**src/rtl/spi_cfg_pkg.sv**
```systemverilog
package spi_cfg_pkg;

    // Clock rate and boot time after soft reset.
    localparam int CLK_HZ = 25_000_000;
    localparam int BOOT_TIME_MS = 5;
    localparam int BOOT_CYCLES = BOOT_TIME_MS * (CLK_HZ / 1000);

    // Register addresses on the serial port.
    localparam logic [14:0] ADDR_CONFIG_A = 15'h0000;
    localparam logic [14:0] ADDR_CONFIG_B = 15'h0001;
    localparam logic [14:0] ADDR_POWER = 15'h0002;
    localparam logic [14:0] ADDR_CLASS = 15'h0003;
    localparam logic [14:0] ADDR_INDEX = 15'h0008;

    // Field positions.
    localparam int A_SOFT_RESET = 0;
    localparam int A_LSB_FIRST = 1;
    localparam int A_ADDR_INC = 2;
    localparam int A_ADDR_INC_M = 5;
    localparam int A_LSB_FIRST_M = 6;
    localparam int A_SOFT_RESET_M = 7;
    localparam int B_DP_RESET = 1;
    localparam int INDEX_CH_A = 0;
    localparam int INDEX_CH_B = 1;

    // Values after reset.
    localparam logic LSB_FIRST_RST = 1'b0;
    localparam logic ADDR_INC_RST = 1'b0;
    localparam logic [1:0] INDEX_RST = 2'h3;
    localparam logic [14:0] ADDR_RST = 15'h0000;

    // Frame bit counts.
    localparam logic [3:0] INSTR_LAST = 4'hF;
    localparam logic [3:0] BYTE_LAST = 4'h7;

    typedef enum logic [1:0] {
        PM_NORMAL = 2'b00,
        PM_RESERVED = 2'b01,
        PM_STANDBY = 2'b10,
        PM_DOWN = 2'b11
    } power_mode_t;

    typedef enum logic [1:0] {
        FR_IDLE = 2'b00,
        FR_INSTR = 2'b01,
        FR_DATA = 2'b10,
        FR_HALT = 2'b11
    } frame_state_t;

    // Bit reversal for least significant bit first shifting.
    function automatic logic [7:0] rev8(input logic [7:0] v);
        logic [7:0] r;
        r = 8'h00;
        for (int i = 0; i < 8; i++)
            r[i] = v[7 - i];
        return r;
    endfunction

    function automatic logic [15:0] rev16(input logic [15:0] v);
        return {rev8(v[7:0]), rev8(v[15:8])};
    endfunction

endpackage

```
**src/rtl/ch_power_if.sv**
```systemverilog
`timescale 1ns/1ps
interface ch_power_if;
    import spi_cfg_pkg::*;
    logic wr_en;
    logic [1:0] wr_sel;
    power_mode_t wr_mode;
    logic soft_rst;
    power_mode_t mode_a;
    power_mode_t mode_b;
    logic [1:0] clocks_en;
    logic [1:0] dp_hold;
    logic [1:0] link_en;
    modport bank (
        output wr_en, wr_sel, wr_mode, soft_rst,
        input mode_a, mode_b, clocks_en, dp_hold, link_en
    );
    modport store (
        input wr_en, wr_sel, wr_mode, soft_rst,
        output mode_a, mode_b, clocks_en, dp_hold, link_en
    );
endinterface

```
**src/rtl/channel_power_store.sv**
```systemverilog
`timescale 1ns/1ps
module channel_power_store (
    // Clock and reset.
    input wire logic clock_i,
    input wire logic resetn_i,
    // Link to the register bank.
    ch_power_if.store pw
);
    import spi_cfg_pkg::*;

    power_mode_t mode_d [2];
    power_mode_t mode_q [2];
    logic [1:0] clk_d, hold_d, link_d;
    logic [1:0] clk_q, hold_q, link_q;

    ////////////////////////////////////////////////////////////////////////
    // Each channel keeps its own mode and decoded controls.
    always_comb
    begin
        for (int c = 0; c < 2; c++)
        begin
            mode_d[c] = mode_q[c];
            if (pw.soft_rst)
                mode_d[c] = PM_NORMAL;
            else if (pw.wr_en && pw.wr_sel[c]) // [RULE9]
                mode_d[c] = pw.wr_mode;
            case (mode_d[c]) // [RULE8]
                PM_STANDBY:
                begin
                    clk_d[c] = 1'b0;
                    hold_d[c] = 1'b0;
                    link_d[c] = 1'b1;
                end
                PM_DOWN:
                begin
                    clk_d[c] = 1'b0;
                    hold_d[c] = 1'b1;
                    link_d[c] = 1'b0;
                end
                default:
                begin
                    clk_d[c] = 1'b1;
                    hold_d[c] = 1'b0;
                    link_d[c] = 1'b1;
                end
            endcase
        end
    end

    always_ff @(posedge clock_i or negedge resetn_i)
    begin
        if (!resetn_i)
        begin
            mode_q[0] <= PM_NORMAL;
            mode_q[1] <= PM_NORMAL;
            clk_q <= 2'h3;
            hold_q <= 2'h0;
            link_q <= 2'h3;
        end
        else
        begin
            mode_q <= mode_d;
            clk_q <= clk_d;
            hold_q <= hold_d;
            link_q <= link_d;
        end
    end

    assign pw.mode_a = mode_q[0];
    assign pw.mode_b = mode_q[1];
    assign pw.clocks_en = clk_q;
    assign pw.dp_hold = hold_q;
    assign pw.link_en = link_q;
endmodule

```
**src/rtl/spi_config_register_bank.sv**
```systemverilog
`timescale 1ns/1ps
// Operation
// [RULE1] Host writes only documented register addresses.
// [RULE2] Soft reset bit or mirror resets port, registers.
// [RULE3] Host waits 5 ms after soft reset.
// [RULE4] Shift order bit selects LSB-first shifting.
// [RULE5] Direction bit: increment when 1, else decrement.
// [RULE6] Bits 7,6,5 mirror 0,1,2; 4:3 reserved.
// [RULE7] Datapath reset bit pulses and self clears.
// [RULE8] Power mode: normal, standby, power-down decode.
// [RULE9] Each channel keeps its own power mode.
// [RULE10] Index select bits steer per-channel writes.
// [RULE11] Read with both selects returns channel A.
// [RULE12] Host issues soft reset by writing 0x81.
// [RULE13] Host avoids reserved power mode code 01.
module spi_config_register_bank #(
    parameter int BOOT_CYCLES_P = spi_cfg_pkg::BOOT_CYCLES,
    parameter logic [7:0] CLASS_CODE_P = 8'h5A // Arbitrary value.
) (
    // Clock and reset.
    input wire logic clock_i,
    input wire logic resetn_i,
    // Serial port pins.
    input wire logic sclk_i,
    input wire logic spi_cs_n_i,
    input wire logic sdio_i,
    output logic sdio_o,
    output logic sdio_oe_o,
    // Device controls.
    output logic datapath_reset_o,
    output logic boot_busy_o,
    output logic [1:0] clocks_enable_o,
    output logic [1:0] datapath_hold_o,
    output logic [1:0] link_enable_o
);
    import spi_cfg_pkg::*;

    localparam int BW = $clog2(BOOT_CYCLES_P + 1);

    ch_power_if pw ();

    channel_power_store u_store (
        .clock_i(clock_i),
        .resetn_i(resetn_i),
        .pw(pw)
    );

    logic sclk_s1_q, sclk_s2_q, sclk_s3_q;
    logic cs_s1_q, cs_s2_q, sdi_s1_q, sdi_s2_q;
    logic rise, fall;
    frame_state_t state_d, state_q;
    logic [3:0] cnt_d, cnt_q;
    logic [15:0] shift_d, shift_q;
    logic [14:0] addr_d, addr_q;
    logic read_d, read_q;
    logic [7:0] tx_d, tx_q;
    logic sdio_d, sdio_q;
    logic lsb_first_d, lsb_first_q;
    logic addr_inc_d, addr_inc_q;
    logic [1:0] index_d, index_q;
    logic dp_rst_d, dp_rst_q;
    logic soft_rst_d, soft_rst_q;
    logic [BW-1:0] boot_d, boot_q;
    logic wr_fire;
    logic [7:0] wr_data;
    logic [15:0] sh;
    logic [15:0] instr;
    logic [14:0] nxt;
    power_mode_t power_view;

    ////////////////////////////////////////////////////////////////////////
    // Pin synchronisers and serial clock edges.
    always_ff @(posedge clock_i or negedge resetn_i)
    begin
        if (!resetn_i)
        begin
            sclk_s1_q <= 1'b0;
            sclk_s2_q <= 1'b0;
            sclk_s3_q <= 1'b0;
            cs_s1_q <= 1'b1;
            cs_s2_q <= 1'b1;
            sdi_s1_q <= 1'b0;
            sdi_s2_q <= 1'b0;
        end
        else
        begin
            sclk_s1_q <= sclk_i;
            sclk_s2_q <= sclk_s1_q;
            sclk_s3_q <= sclk_s2_q;
            cs_s1_q <= spi_cs_n_i;
            cs_s2_q <= cs_s1_q;
            sdi_s1_q <= sdio_i;
            sdi_s2_q <= sdi_s1_q;
        end
    end

    assign rise = sclk_s2_q && !sclk_s3_q;
    assign fall = !sclk_s2_q && sclk_s3_q;

    ////////////////////////////////////////////////////////////////////////
    // Read view of the register map.
    assign power_view = index_q[INDEX_CH_A] ? pw.mode_a : pw.mode_b; // [RULE11]

    function automatic logic [7:0] rd_byte(input logic [14:0] a);
        logic [7:0] v;
        v = 8'h00;
        case (a)
            ADDR_CONFIG_A:
            begin
                v[A_LSB_FIRST] = lsb_first_q; // [RULE6]
                v[A_LSB_FIRST_M] = lsb_first_q;
                v[A_ADDR_INC] = addr_inc_q;
                v[A_ADDR_INC_M] = addr_inc_q;
            end
            ADDR_POWER: v[1:0] = power_view;
            ADDR_CLASS: v = CLASS_CODE_P;
            ADDR_INDEX: v[1:0] = index_q;
            default: v = 8'h00;
        endcase
        return lsb_first_q ? rev8(v) : v; // [RULE4]
    endfunction

    ////////////////////////////////////////////////////////////////////////
    // Frame engine and register writes.
    always_comb
    begin
        state_d = state_q;
        cnt_d = cnt_q;
        shift_d = shift_q;
        addr_d = addr_q;
        read_d = read_q;
        tx_d = tx_q;
        sdio_d = sdio_q;
        lsb_first_d = lsb_first_q;
        addr_inc_d = addr_inc_q;
        index_d = index_q;
        dp_rst_d = 1'b0;
        soft_rst_d = 1'b0;
        boot_d = (boot_q != '0) ? boot_q - 1'b1 : boot_q;
        wr_fire = 1'b0;
        wr_data = 8'h00;
        pw.wr_en = 1'b0;
        pw.wr_sel = index_q; // [RULE10]
        pw.wr_mode = PM_NORMAL;
        sh = {shift_q[14:0], sdi_s2_q};
        instr = lsb_first_q ? rev16(sh) : sh; // [RULE4]
        nxt = addr_inc_q ? addr_q + 15'h0001 : addr_q - 15'h0001; // [RULE5]
        case (state_q)
            FR_IDLE:
            begin
                cnt_d = 4'h0;
                if (!cs_s2_q)
                    state_d = FR_INSTR;
            end
            FR_INSTR:
            begin
                if (rise)
                begin
                    shift_d = sh;
                    cnt_d = cnt_q + 4'h1;
                    if (cnt_q == INSTR_LAST)
                    begin
                        read_d = instr[15];
                        addr_d = instr[14:0];
                        tx_d = rd_byte(instr[14:0]);
                        cnt_d = 4'h0;
                        state_d = FR_DATA;
                    end
                end
            end
            FR_DATA:
            begin
                if (rise)
                begin
                    shift_d = sh;
                    cnt_d = cnt_q + 4'h1;
                    if (cnt_q == BYTE_LAST)
                    begin
                        cnt_d = 4'h0;
                        wr_fire = !read_q;
                        wr_data = lsb_first_q ? rev8(sh[7:0]) : sh[7:0];
                        addr_d = nxt; // [RULE5]
                        tx_d = rd_byte(nxt);
                    end
                end
                else if (fall && read_q)
                begin
                    sdio_d = tx_q[7];
                    tx_d = {tx_q[6:0], 1'b0};
                end
            end
            FR_HALT: cnt_d = 4'h0;
            default: state_d = FR_IDLE;
        endcase
        if (wr_fire)
        begin
            case (addr_q)
                ADDR_CONFIG_A:
                begin
                    soft_rst_d = wr_data[A_SOFT_RESET]
                        || wr_data[A_SOFT_RESET_M]; // [RULE2]
                    lsb_first_d = wr_data[A_LSB_FIRST]
                        || wr_data[A_LSB_FIRST_M]; // [RULE6]
                    addr_inc_d = wr_data[A_ADDR_INC]
                        || wr_data[A_ADDR_INC_M]; // [RULE6]
                end
                ADDR_CONFIG_B: dp_rst_d = wr_data[B_DP_RESET]; // [RULE7]
                ADDR_POWER:
                begin
                    pw.wr_en = 1'b1; // [RULE10]
                    pw.wr_mode = power_mode_t'(wr_data[1:0]);
                end
                ADDR_INDEX: index_d = wr_data[1:0];
                default: index_d = index_q;
            endcase
        end
        if (soft_rst_q) // [RULE2]
        begin
            lsb_first_d = LSB_FIRST_RST;
            addr_inc_d = ADDR_INC_RST;
            index_d = INDEX_RST;
            addr_d = ADDR_RST;
            read_d = 1'b0;
            state_d = FR_HALT;
            boot_d = BW'(BOOT_CYCLES_P);
        end
        if (cs_s2_q)
            state_d = FR_IDLE;
        pw.soft_rst = soft_rst_q;
    end

    always_ff @(posedge clock_i or negedge resetn_i)
    begin
        if (!resetn_i)
        begin
            state_q <= FR_IDLE;
            cnt_q <= 4'h0;
            shift_q <= 16'h0000;
            addr_q <= ADDR_RST;
            read_q <= 1'b0;
            tx_q <= 8'h00;
            sdio_q <= 1'b0;
            lsb_first_q <= LSB_FIRST_RST;
            addr_inc_q <= ADDR_INC_RST;
            index_q <= INDEX_RST;
            dp_rst_q <= 1'b0;
            soft_rst_q <= 1'b0;
            boot_q <= '0;
        end
        else
        begin
            state_q <= state_d;
            cnt_q <= cnt_d;
            shift_q <= shift_d;
            addr_q <= addr_d;
            read_q <= read_d;
            tx_q <= tx_d;
            sdio_q <= sdio_d;
            lsb_first_q <= lsb_first_d;
            addr_inc_q <= addr_inc_d;
            index_q <= index_d;
            dp_rst_q <= dp_rst_d;
            soft_rst_q <= soft_rst_d;
            boot_q <= boot_d;
        end
    end

    assign sdio_o = sdio_q;
    assign sdio_oe_o = (state_q == FR_DATA) && read_q && !cs_s2_q;
    assign datapath_reset_o = dp_rst_q;
    assign boot_busy_o = (boot_q != '0);
    assign clocks_enable_o = pw.clocks_en;
    assign datapath_hold_o = pw.dp_hold;
    assign link_enable_o = pw.link_en;
endmodule

```
**config.mk**
```make
export PLATFORM = sky130hd
export DESIGN_NAME = spi_config_register_bank
export DESIGN_NICKNAME = d
export VERILOG_FILES = /design/src/rtl/spi_cfg_pkg.sv /design/src/rtl/ch_power_if.sv /design/src/rtl/channel_power_store.sv /design/src/rtl/spi_config_register_bank.sv
export SDC_FILE = /design/constraint.sdc
export NUM_CORES = 1
export LEC_CHECK = 0
export ABC_AREA = 1
export CAP_MARGIN = 15
export CORE_MARGIN = 1.5
export CORE_UTILIZATION = 65
export CTS_CLUSTER_SIZE = 16
export DETAILED_ROUTE_END_ITERATION = 10
export DONT_BUFFER_PORTS = 1
export PLACE_DENSITY = 0.81
export SLEW_MARGIN = 25
export SYNTH_ARGS = -nofsm -noshare
export SYNTH_HDL_FRONTEND = slang
export SYNTH_SLANG_ARGS = --single-unit
```
**constraint.sdc**
```tcl
create_clock -name clock_i -period 3.4 [get_ports clock_i]
set_input_delay 0.51 -clock clock_i [delete_from_list [all_inputs] [get_ports clock_i]]
set_output_delay 0.51 -clock clock_i [all_outputs]
set_load 0.02 [all_outputs]
```
==> results_dict.tcl, run 1 <==
set metrics [dict create \
    yosys-top-cells-count "175 x nand2_1, 104 x nor2_1, 92 x inv_1, 78 x dfrtp_1, 66 x o21ai_0" \
    slew_headroom_pct 48.64 \
    postLayoutCoreUtil_pct 71.79 \
    syn_nets 768 \
    clock_path_buffers 2 \
    areaGrowthSynthToFinish_pct 5.710 \
    h-tree-depth 3 \
    synthFlopType "dfrtp_1" \
    syn-instance-count 754 \
    hold_class "in2async" \
    required_ns 3.70 \
    outcome "finished, final reports clean" \
    wirelength_um 13360 \
    ys_warn_count 0 \
    setup_ws_ns 0.7116 \
    cp-end-kind "flop" \
    synth_cell_type_count 44 \
    grt_start_max_net_pins 87 \
    pwr-share-comb_pct 39.6 \
    antenna_found_initial 0 \
    synthArstFlopShare_pct 100.0 \
    clk_latency_ns 0.37 \
    pwr-share-seq_pct 38.9 \
    route.vias.total 5078 \
    wl_per_cell_um 15.59 \
    peakVddDrop_mv 0.3870 \
    initial_core_util_pct 67.92 \
    cp_max_fo 21 \
    fp.dieArea_um2 8709 \
    cp_data_arrival_time_ns 2.99 \
    rsz0062_at_grt "false" \
    tightest_slew_ns 0.7685 \
    grt_pass1_wl_um 22370 \
    reg2regPathDepth 11 \
    num_antenna_cells 0 \
    rows 32 \
    synthesis.area_um2 5303 \
    criticalPathCategory "reg2reg" \
    period_minus_slack_ns 2.688 \
    clkPwrFrac_pct 21.5 \
    fmax_ghz 0.3720 \
    finalHoldViolations 0 \
    remaining_drc_errors 0 \
    leakage_nw 2.755 \
    vias_per_cell 5.925 \
    synth_top_area_share_pct 36.81 \
    hold_buffers 1 \
    drt_iter0_markers 452 \
    grt_pass1_vias 4747 \
    yosysSeqAreaShare_pct 40.77 \
    hold_ws_ns 0.03312 \
    avgSynthCellArea_um2 7.033 \
    final_antenna_net_count 0 \
    chipHeight_um 93.32 \
    ys_ff_latch 86 \
    cp-start-kind "flop" \
    setup_violations 0 \
    port_buffers 0 \
    cts_setup_buffers 0 \
    grt_overflow_total 0 \
    ys_top_cells_by_area "dfrtp_1 37%, nand2_1 12%, nor2_1 7.4%" \
    cts_sinks 86 \
    synth-edff-count 0 \
    p_int_mw 1.985 \
    drive_above_1_share_pct 8.344 \
    cts_tree "done" \
    maxSlewViolCount 0 \
    clk_pin_slew_ns 0.11 \
    synth_top_cell_by_area "dfrtp_1" \
    power.switching_mw 1.620 \
    final.period_utilization_pct 79.07 \
    drv_cap 0 \
    rrSetupSlack_ns 0.71 \
    die_w_um 93.32 \
    globalplace.congestion 1.003 \
    post-place-ws_ns 0.8669 \
    post_cts_resized 0 \
    core_um2 7807 \
    fin_tns_setup_ns 0 \
    gr-usage-all-layers_pct 33.01 \
    firstDrtPassIters 6 \
    power-per-cell-area_nw_per_um2 643.3 \
    switching_share_pct 44.94 \
    cts_made_buffers 9 \
    yosysMostFrequentCell "nand2_1" \
    r2r-end "tx_q[6]" \
    ios 15 \
    root_buffer "clkbuf_8" \
    r2r_start "lsb_first_q" \
    nNetsFinal 764 \
    finalClockSkew_ns 0.01906 \
    fillers 647 \
    place_hpwl_um 9972 \
]
[cells by family (layout without fill, tap and decap cells)]
family / count (synthesis) / after routing / share of synthesized area [%]
adder cells (fa/ha/maj): 9 / 9 / 2.124
multiplexers: 1 / 1 / 0.2123
AO/OA/AOI/OAI: 141 / 141 / 14.87
flip-flops: 86 / 86 / 40.77
buffers and inverters: 120 / 121 / 8.943
AND/OR/NAND/NOR: 392 / 392 / 32.26
XOR/XNOR: 5 / 5 / 0.8258
[layout by cell type (no fill, tap or decap), types with 10 or more instances in the layout]
cell	netlist	layout
inv_1	92	92
nand2_1	175	175
dfrtp_1	78	78
a21oi_1	33	33
nor2_1	104	104
nand4_1	18	18
nor3_1	10	10
nand3_1	55	55
o22ai_1	15	15
o21ai_0	66	66
[how the worst max path moves through the flow]
stage                     start     endpoint  slack, ns  cells after the start
global route        lsb_first_q      tx_q[6]       0.38                     11
CTS                   boot_q[0]  boot_busy_o       0.81                      7
global placement     addr_inc_q      tx_q[6]       0.84                     10
detailed placement  lsb_first_q      tx_q[6]       0.87                     11
finish              lsb_first_q      tx_q[6]       0.71                     11
floorplan             addr_q[0]      tx_q[1]       1.34                     12
[through the flow]
stage                     instance area (um^2)  power (mW)  instances
after floorplan                           5303       2.427        754
after global placement                    5365       2.752        840
after detailed placement                  5365       2.782        840
after CTS                                 5605       3.580        857
after global routing                      5605       3.850        857
final                                     5605       3.606        857
[state kept, by name, summed over array words and instances, names as in the netlist, 2 cells and up]
signal,cells
shift_q,15
boot_q,17
state_q,2
u_store.pw.mode_a,2
u_store.pw.mode_b,2
cnt_q,4
u_store.pw.clocks_en,2
u_store.pw.link_en,2
tx_q,8
addr_q,15
index_q,2
u_store.pw.dp_hold,2
[critical path, cell delays in order (launching register included)]
cell and delay [ns]:
dfrtp_1 0.73, inv_1 0.31, nor2_1 0.23, o21bai_1 0.17, nand2_1 0.14, nor3_2 0.28, nand2_1 0.15, a21oi_1 0.20
o21ai_0 0.13, nand3_1 0.08, inv_1 0.04, a21oi_1 0.15
[layer usage]
| metal | wire [um] | vias to the layer above | track usage [%] |
|---|---|---|---|
| met2 | 6353 | 208 | 52.48 |
| met3 | 904 | 26 | 5.447 |
| li1 | - | 2462 | - |
| met5 | 0 | - | 0 |
| met1 | 5802 | 2382 | 45.54 |
| met4 | 303 | 0 | 12.12 |
[cell type report]
type | instances | area, um^2 | share of cell area [%]
Multi-Input combinational cell | 548 | 2666 | 47.57
Inverter | 99 | 371.6 | 6.629
Clock inverter | 7 | 88.84 | 1.585
Clock buffer | 9 | 123.9 | 2.210
Tap cell | 102 | 127.6 | 2.277
Timing Repair Buffer | 6 | 65.06 | 1.161
Sequential cell | 86 | 2162 | 38.57
[power groups by stage]
stage | registers [mW] | logic (mW) | clock network [mW]
2_1_floorplan | 1.33 | 1.10 | 0
6_report | 1.40 | 1.43 | 0.774
4_1_cts | 1.39 | 1.40 | 0.786
3_5_place_dp | 1.41 | 1.37 | 0
3_3_place_gp | 1.41 | 1.35 | 0
5_1_grt | 1.42 | 1.60 | 0.827
No activity file was read; power rests on OpenSTA's default activity.
==> run 2, diff against run 1 <==
- ABC_AREA: 1 -> 0
- CORE_UTILIZATION: 65 -> 64
- PLACE_DENSITY: 0.81 -> 0.8
- clock period: 3.4 -> 2.6 ns (I/O delays scaled with it)
==> run 2 against run 1 <==
Net effect: maximum frequency up 6.2%; clock power up 20%; sequential power up 10%; synthesized cell count down 21%; non-clock buffer count up 29; count of clock-buffer cells in the layout unchanged; area after synthesis down 0.99%; final cell count down 18%; register-to-register slack worse by 0.64 ns; die area up 0.54%; critical endpoint is now tx_q[3]; highest routed layer unchanged.
==> results_dict.tcl, run 2 <==
set metrics [dict create \
    post-place-ws_ns -0.01730 \
    core_um2 7848 \
    slew_headroom_pct 55.33 \
    power.total_mw 2.883 \
    clk_latency_ns 0.37 \
    grt_overflow_total 0 \
    grt_pass1_wl_um 20900 \
    port_buffers 0 \
    dp.cells 684 \
    drv_cap 0 \
    route.met3.wl_um 666 \
    reg2regPathDepth 11 \
    areaGrowthSynthToFinish_pct 9.295 \
    yosysMostFrequentCell "dfrtp_1" \
    cp-end-kind "flop" \
    whs_path_depth 0 \
    cts_tree "done" \
    gr-usage-all-layers_pct 30.83 \
    synthesis.area_um2 5250 \
    setup_violations 0 \
    synth_top_area_share_pct 37.18 \
    ys_top_cells_by_area "dfrtp_1 37%, nor2_1 5.4%, mux2_2 4.3%" \
    avgSynthCellArea_um2 8.824 \
    rrSetupSlack_ns 0.07 \
    chipHeight_um 93.57 \
    antenna_found_initial 0 \
    setup_ws_ns 0.06819 \
    synth-edff-count 0 \
    num_antenna_cells 0 \
    fin_tns_setup_ns 0 \
    routedLengthMet1_um 5424 \
    synthFlopType "dfrtp_1" \
    final_antenna_net_count 0 \
    finalHoldViolations 0 \
    tightest_slew_ns 0.6678 \
    postPlaceCellArea_um2 5465 \
    fmax_ghz 0.3950 \
    cp-start-kind "flop" \
    globalplace.congestion 0.9017 \
    critPathTopFamily "simple AND/OR/NAND/NOR gates" \
    finalClockSkew_ns 0.01413 \
    rsz0062_at_grt "true" \
    ios 15 \
    ys_ff_latch 86 \
    final_cell_mix "77 x dfrtp_1, 76 x nor2_1, 51 x nand2_1" \
    maxSlewViolCount 0 \
    leakage_nw 2.562 \
    initial_core_util_pct 66.90 \
    hold_class "in2reg" \
    synth_top_cell_by_area "dfrtp_1" \
    fp.dieArea_um2 8755 \
    cp_max_fo 6 \
    cp_data_arrival_time_ns 2.82 \
    final_cell_count_no_fill 703 \
    synthArstFlopShare_pct 100.0 \
    highest_layer "met4" \
    wirelength_um 12550 \
    r2r_start "addr_q[0]" \
    regMostFlops "boot_q" \
    clk_pin_slew_ns 0.10 \
    cts_made_buffers 9 \
    nNetsFinal 610 \
    critical-path-slowest-cell "or4b_4" \
    reg_top3 "boot_q (17), addr_q (15), shift_q (15)" \
    path_buf_inv 2 \
    route.vias.total 4506 \
    crit_path_start "addr_q[0]" \
    wl_met2_um 5929 \
    rows 32 \
    yosysSeqAreaShare_pct 41.18 \
    crit_chain "inv_4, ha_4, or4b_4, o21a_1, nor4_2, nor3_1, a211oi_1, and4_1, buf_6, nand4_4, a21oi_2" \
    final_area_um2 5738 \
    cts_sinks 86 \
    fillers 591 \
    peakVddDrop_mv 0.4762 \
    slowest_delay_ns 0.48 \
    drt_iter0_markers 371 \
    ys_warn_count 0 \
    firstDrtPassIters 6 \
    clock_path_buffers 2 \
    min-delay-start "spi_cs_n_i" \
    power-per-cell-area_nw_per_um2 502.4 \
    required_ns 2.89 \
    root_buffer "clkbuf_8" \
    period_minus_slack_ns 2.532 \
    r2r-end "tx_q[3]" \
    syn_nets 609 \
    synth_cell_type_count 65 \
    place_hpwl_um 8898 \
    outcome "finished, final reports clean" \
    final_common_cell "dfrtp_1" \
    criticalPathCategory "reg2reg" \
    wl_per_cell_um 17.86 \
    yosys-top-cells-count "78 x dfrtp_1, 76 x nor2_1, 51 x nand2_1, 40 x a21oi_1, 35 x clkbuf_1" \
    whs_endpoint "cs_s1_q" \
    grt_pass1_vias 4273 \
    die_w_um 93.57 \
    syn-instance-count 595 \
    largest_reg_flops 17 \
    remaining_drc_errors 0 \
    final.period_utilization_pct 97.38 \
    vias_per_cell 6.410 \
    h-tree-depth 3 \
    drive_above_1_share_pct 18.47 \
    grt_start_max_net_pins 87 \
]
[run 2: cell types whose count changed after synthesis, sizes merged, moves of 9 or more]
cell / delta
nand3: -35
mux2: +20
o21ai: -52
a21oi: +9
nand4: -12
or3: +12
inv: -81
nor3: +16
nand2: -134
xnor2: +11
o22ai: -11
clkbuf: +23
mux2i: +17
nor2: -38
[run 2: logic make-up after synthesis]
logic type,Yosys count,synth area share [%]
and+or+nand+nor,258,25.62
AOI/OAI and AO/OA,126,15.73
DFF,86,41.18
buffers and inverters,60,4.576
muxes,38,7.745
xor gates and xnor gates,18,3.003
adders and majority gates,9,2.145
[run 2: final cells by class]
type / instances / area (um^2) / area share (%)
Timing Repair Buffer: 35 / 301.5 / 5.255
Multi-Input combinational cell: 449 / 2892 / 50.39
Sequential cell: 86 / 2163 / 37.70
Tap cell: 102 / 127.6 / 2.224
Clock inverter: 7 / 71.32 / 1.243
Inverter: 15 / 58.81 / 1.025
Clock buffer: 9 / 123.9 / 2.159
[run 2: what timing repair did]
action                     in CTS  in global routing
setup endpoints to repair       5                 10
pin swaps                       0                  5
gates resized for setup         2                  6
hold endpoints to repair       86                  0
hold buffers                    2                  0
buffers inserted                0                  1
[run 2: routing by layer]
| layer | global-route usage (%) | up-vias |
|---|---|---|
| met2 | 49.94 | 184 |
| met3 | 4.959 | 41 |
| li1 | - | 2120 |
| met4 | 13.81 | 0 |
| met1 | 40.77 | 2161 |
| met5 | 0 | - |
[run 2: worst max path at each step]
stage,to,cells past startpoint
floorplan,tx_q[4],13
global placement,tx_q[4],11
detailed placement,tx_q[7],11
CTS,tx_q[3],11
global route,tx_q[3],11
finish,tx_q[3],11
[run 2: through the flow]
stage,utilization (%),hold slack (ns)
2_1_floorplan,-,0.09441
3_5_place_dp,69.64,0.09682
4_1_cts,72.67,0.009398
3_3_place_gp,69.64,0.09663
6_report,73.12,0.02149
5_1_grt,73.12,0.0001925
[run 2: power by group]
part / leakage [nW] / total, mW / switching [mW] / internal [mW]
Sequential: 1.14 / 1.54 / 0.100 / 1.44
Clock: 0.0999 / 0.930 / 0.552 / 0.377
Combinational: 1.33 / 0.417 / 0.228 / 0.189
Total: 2.56 / 2.88 / 0.880 / 2.00
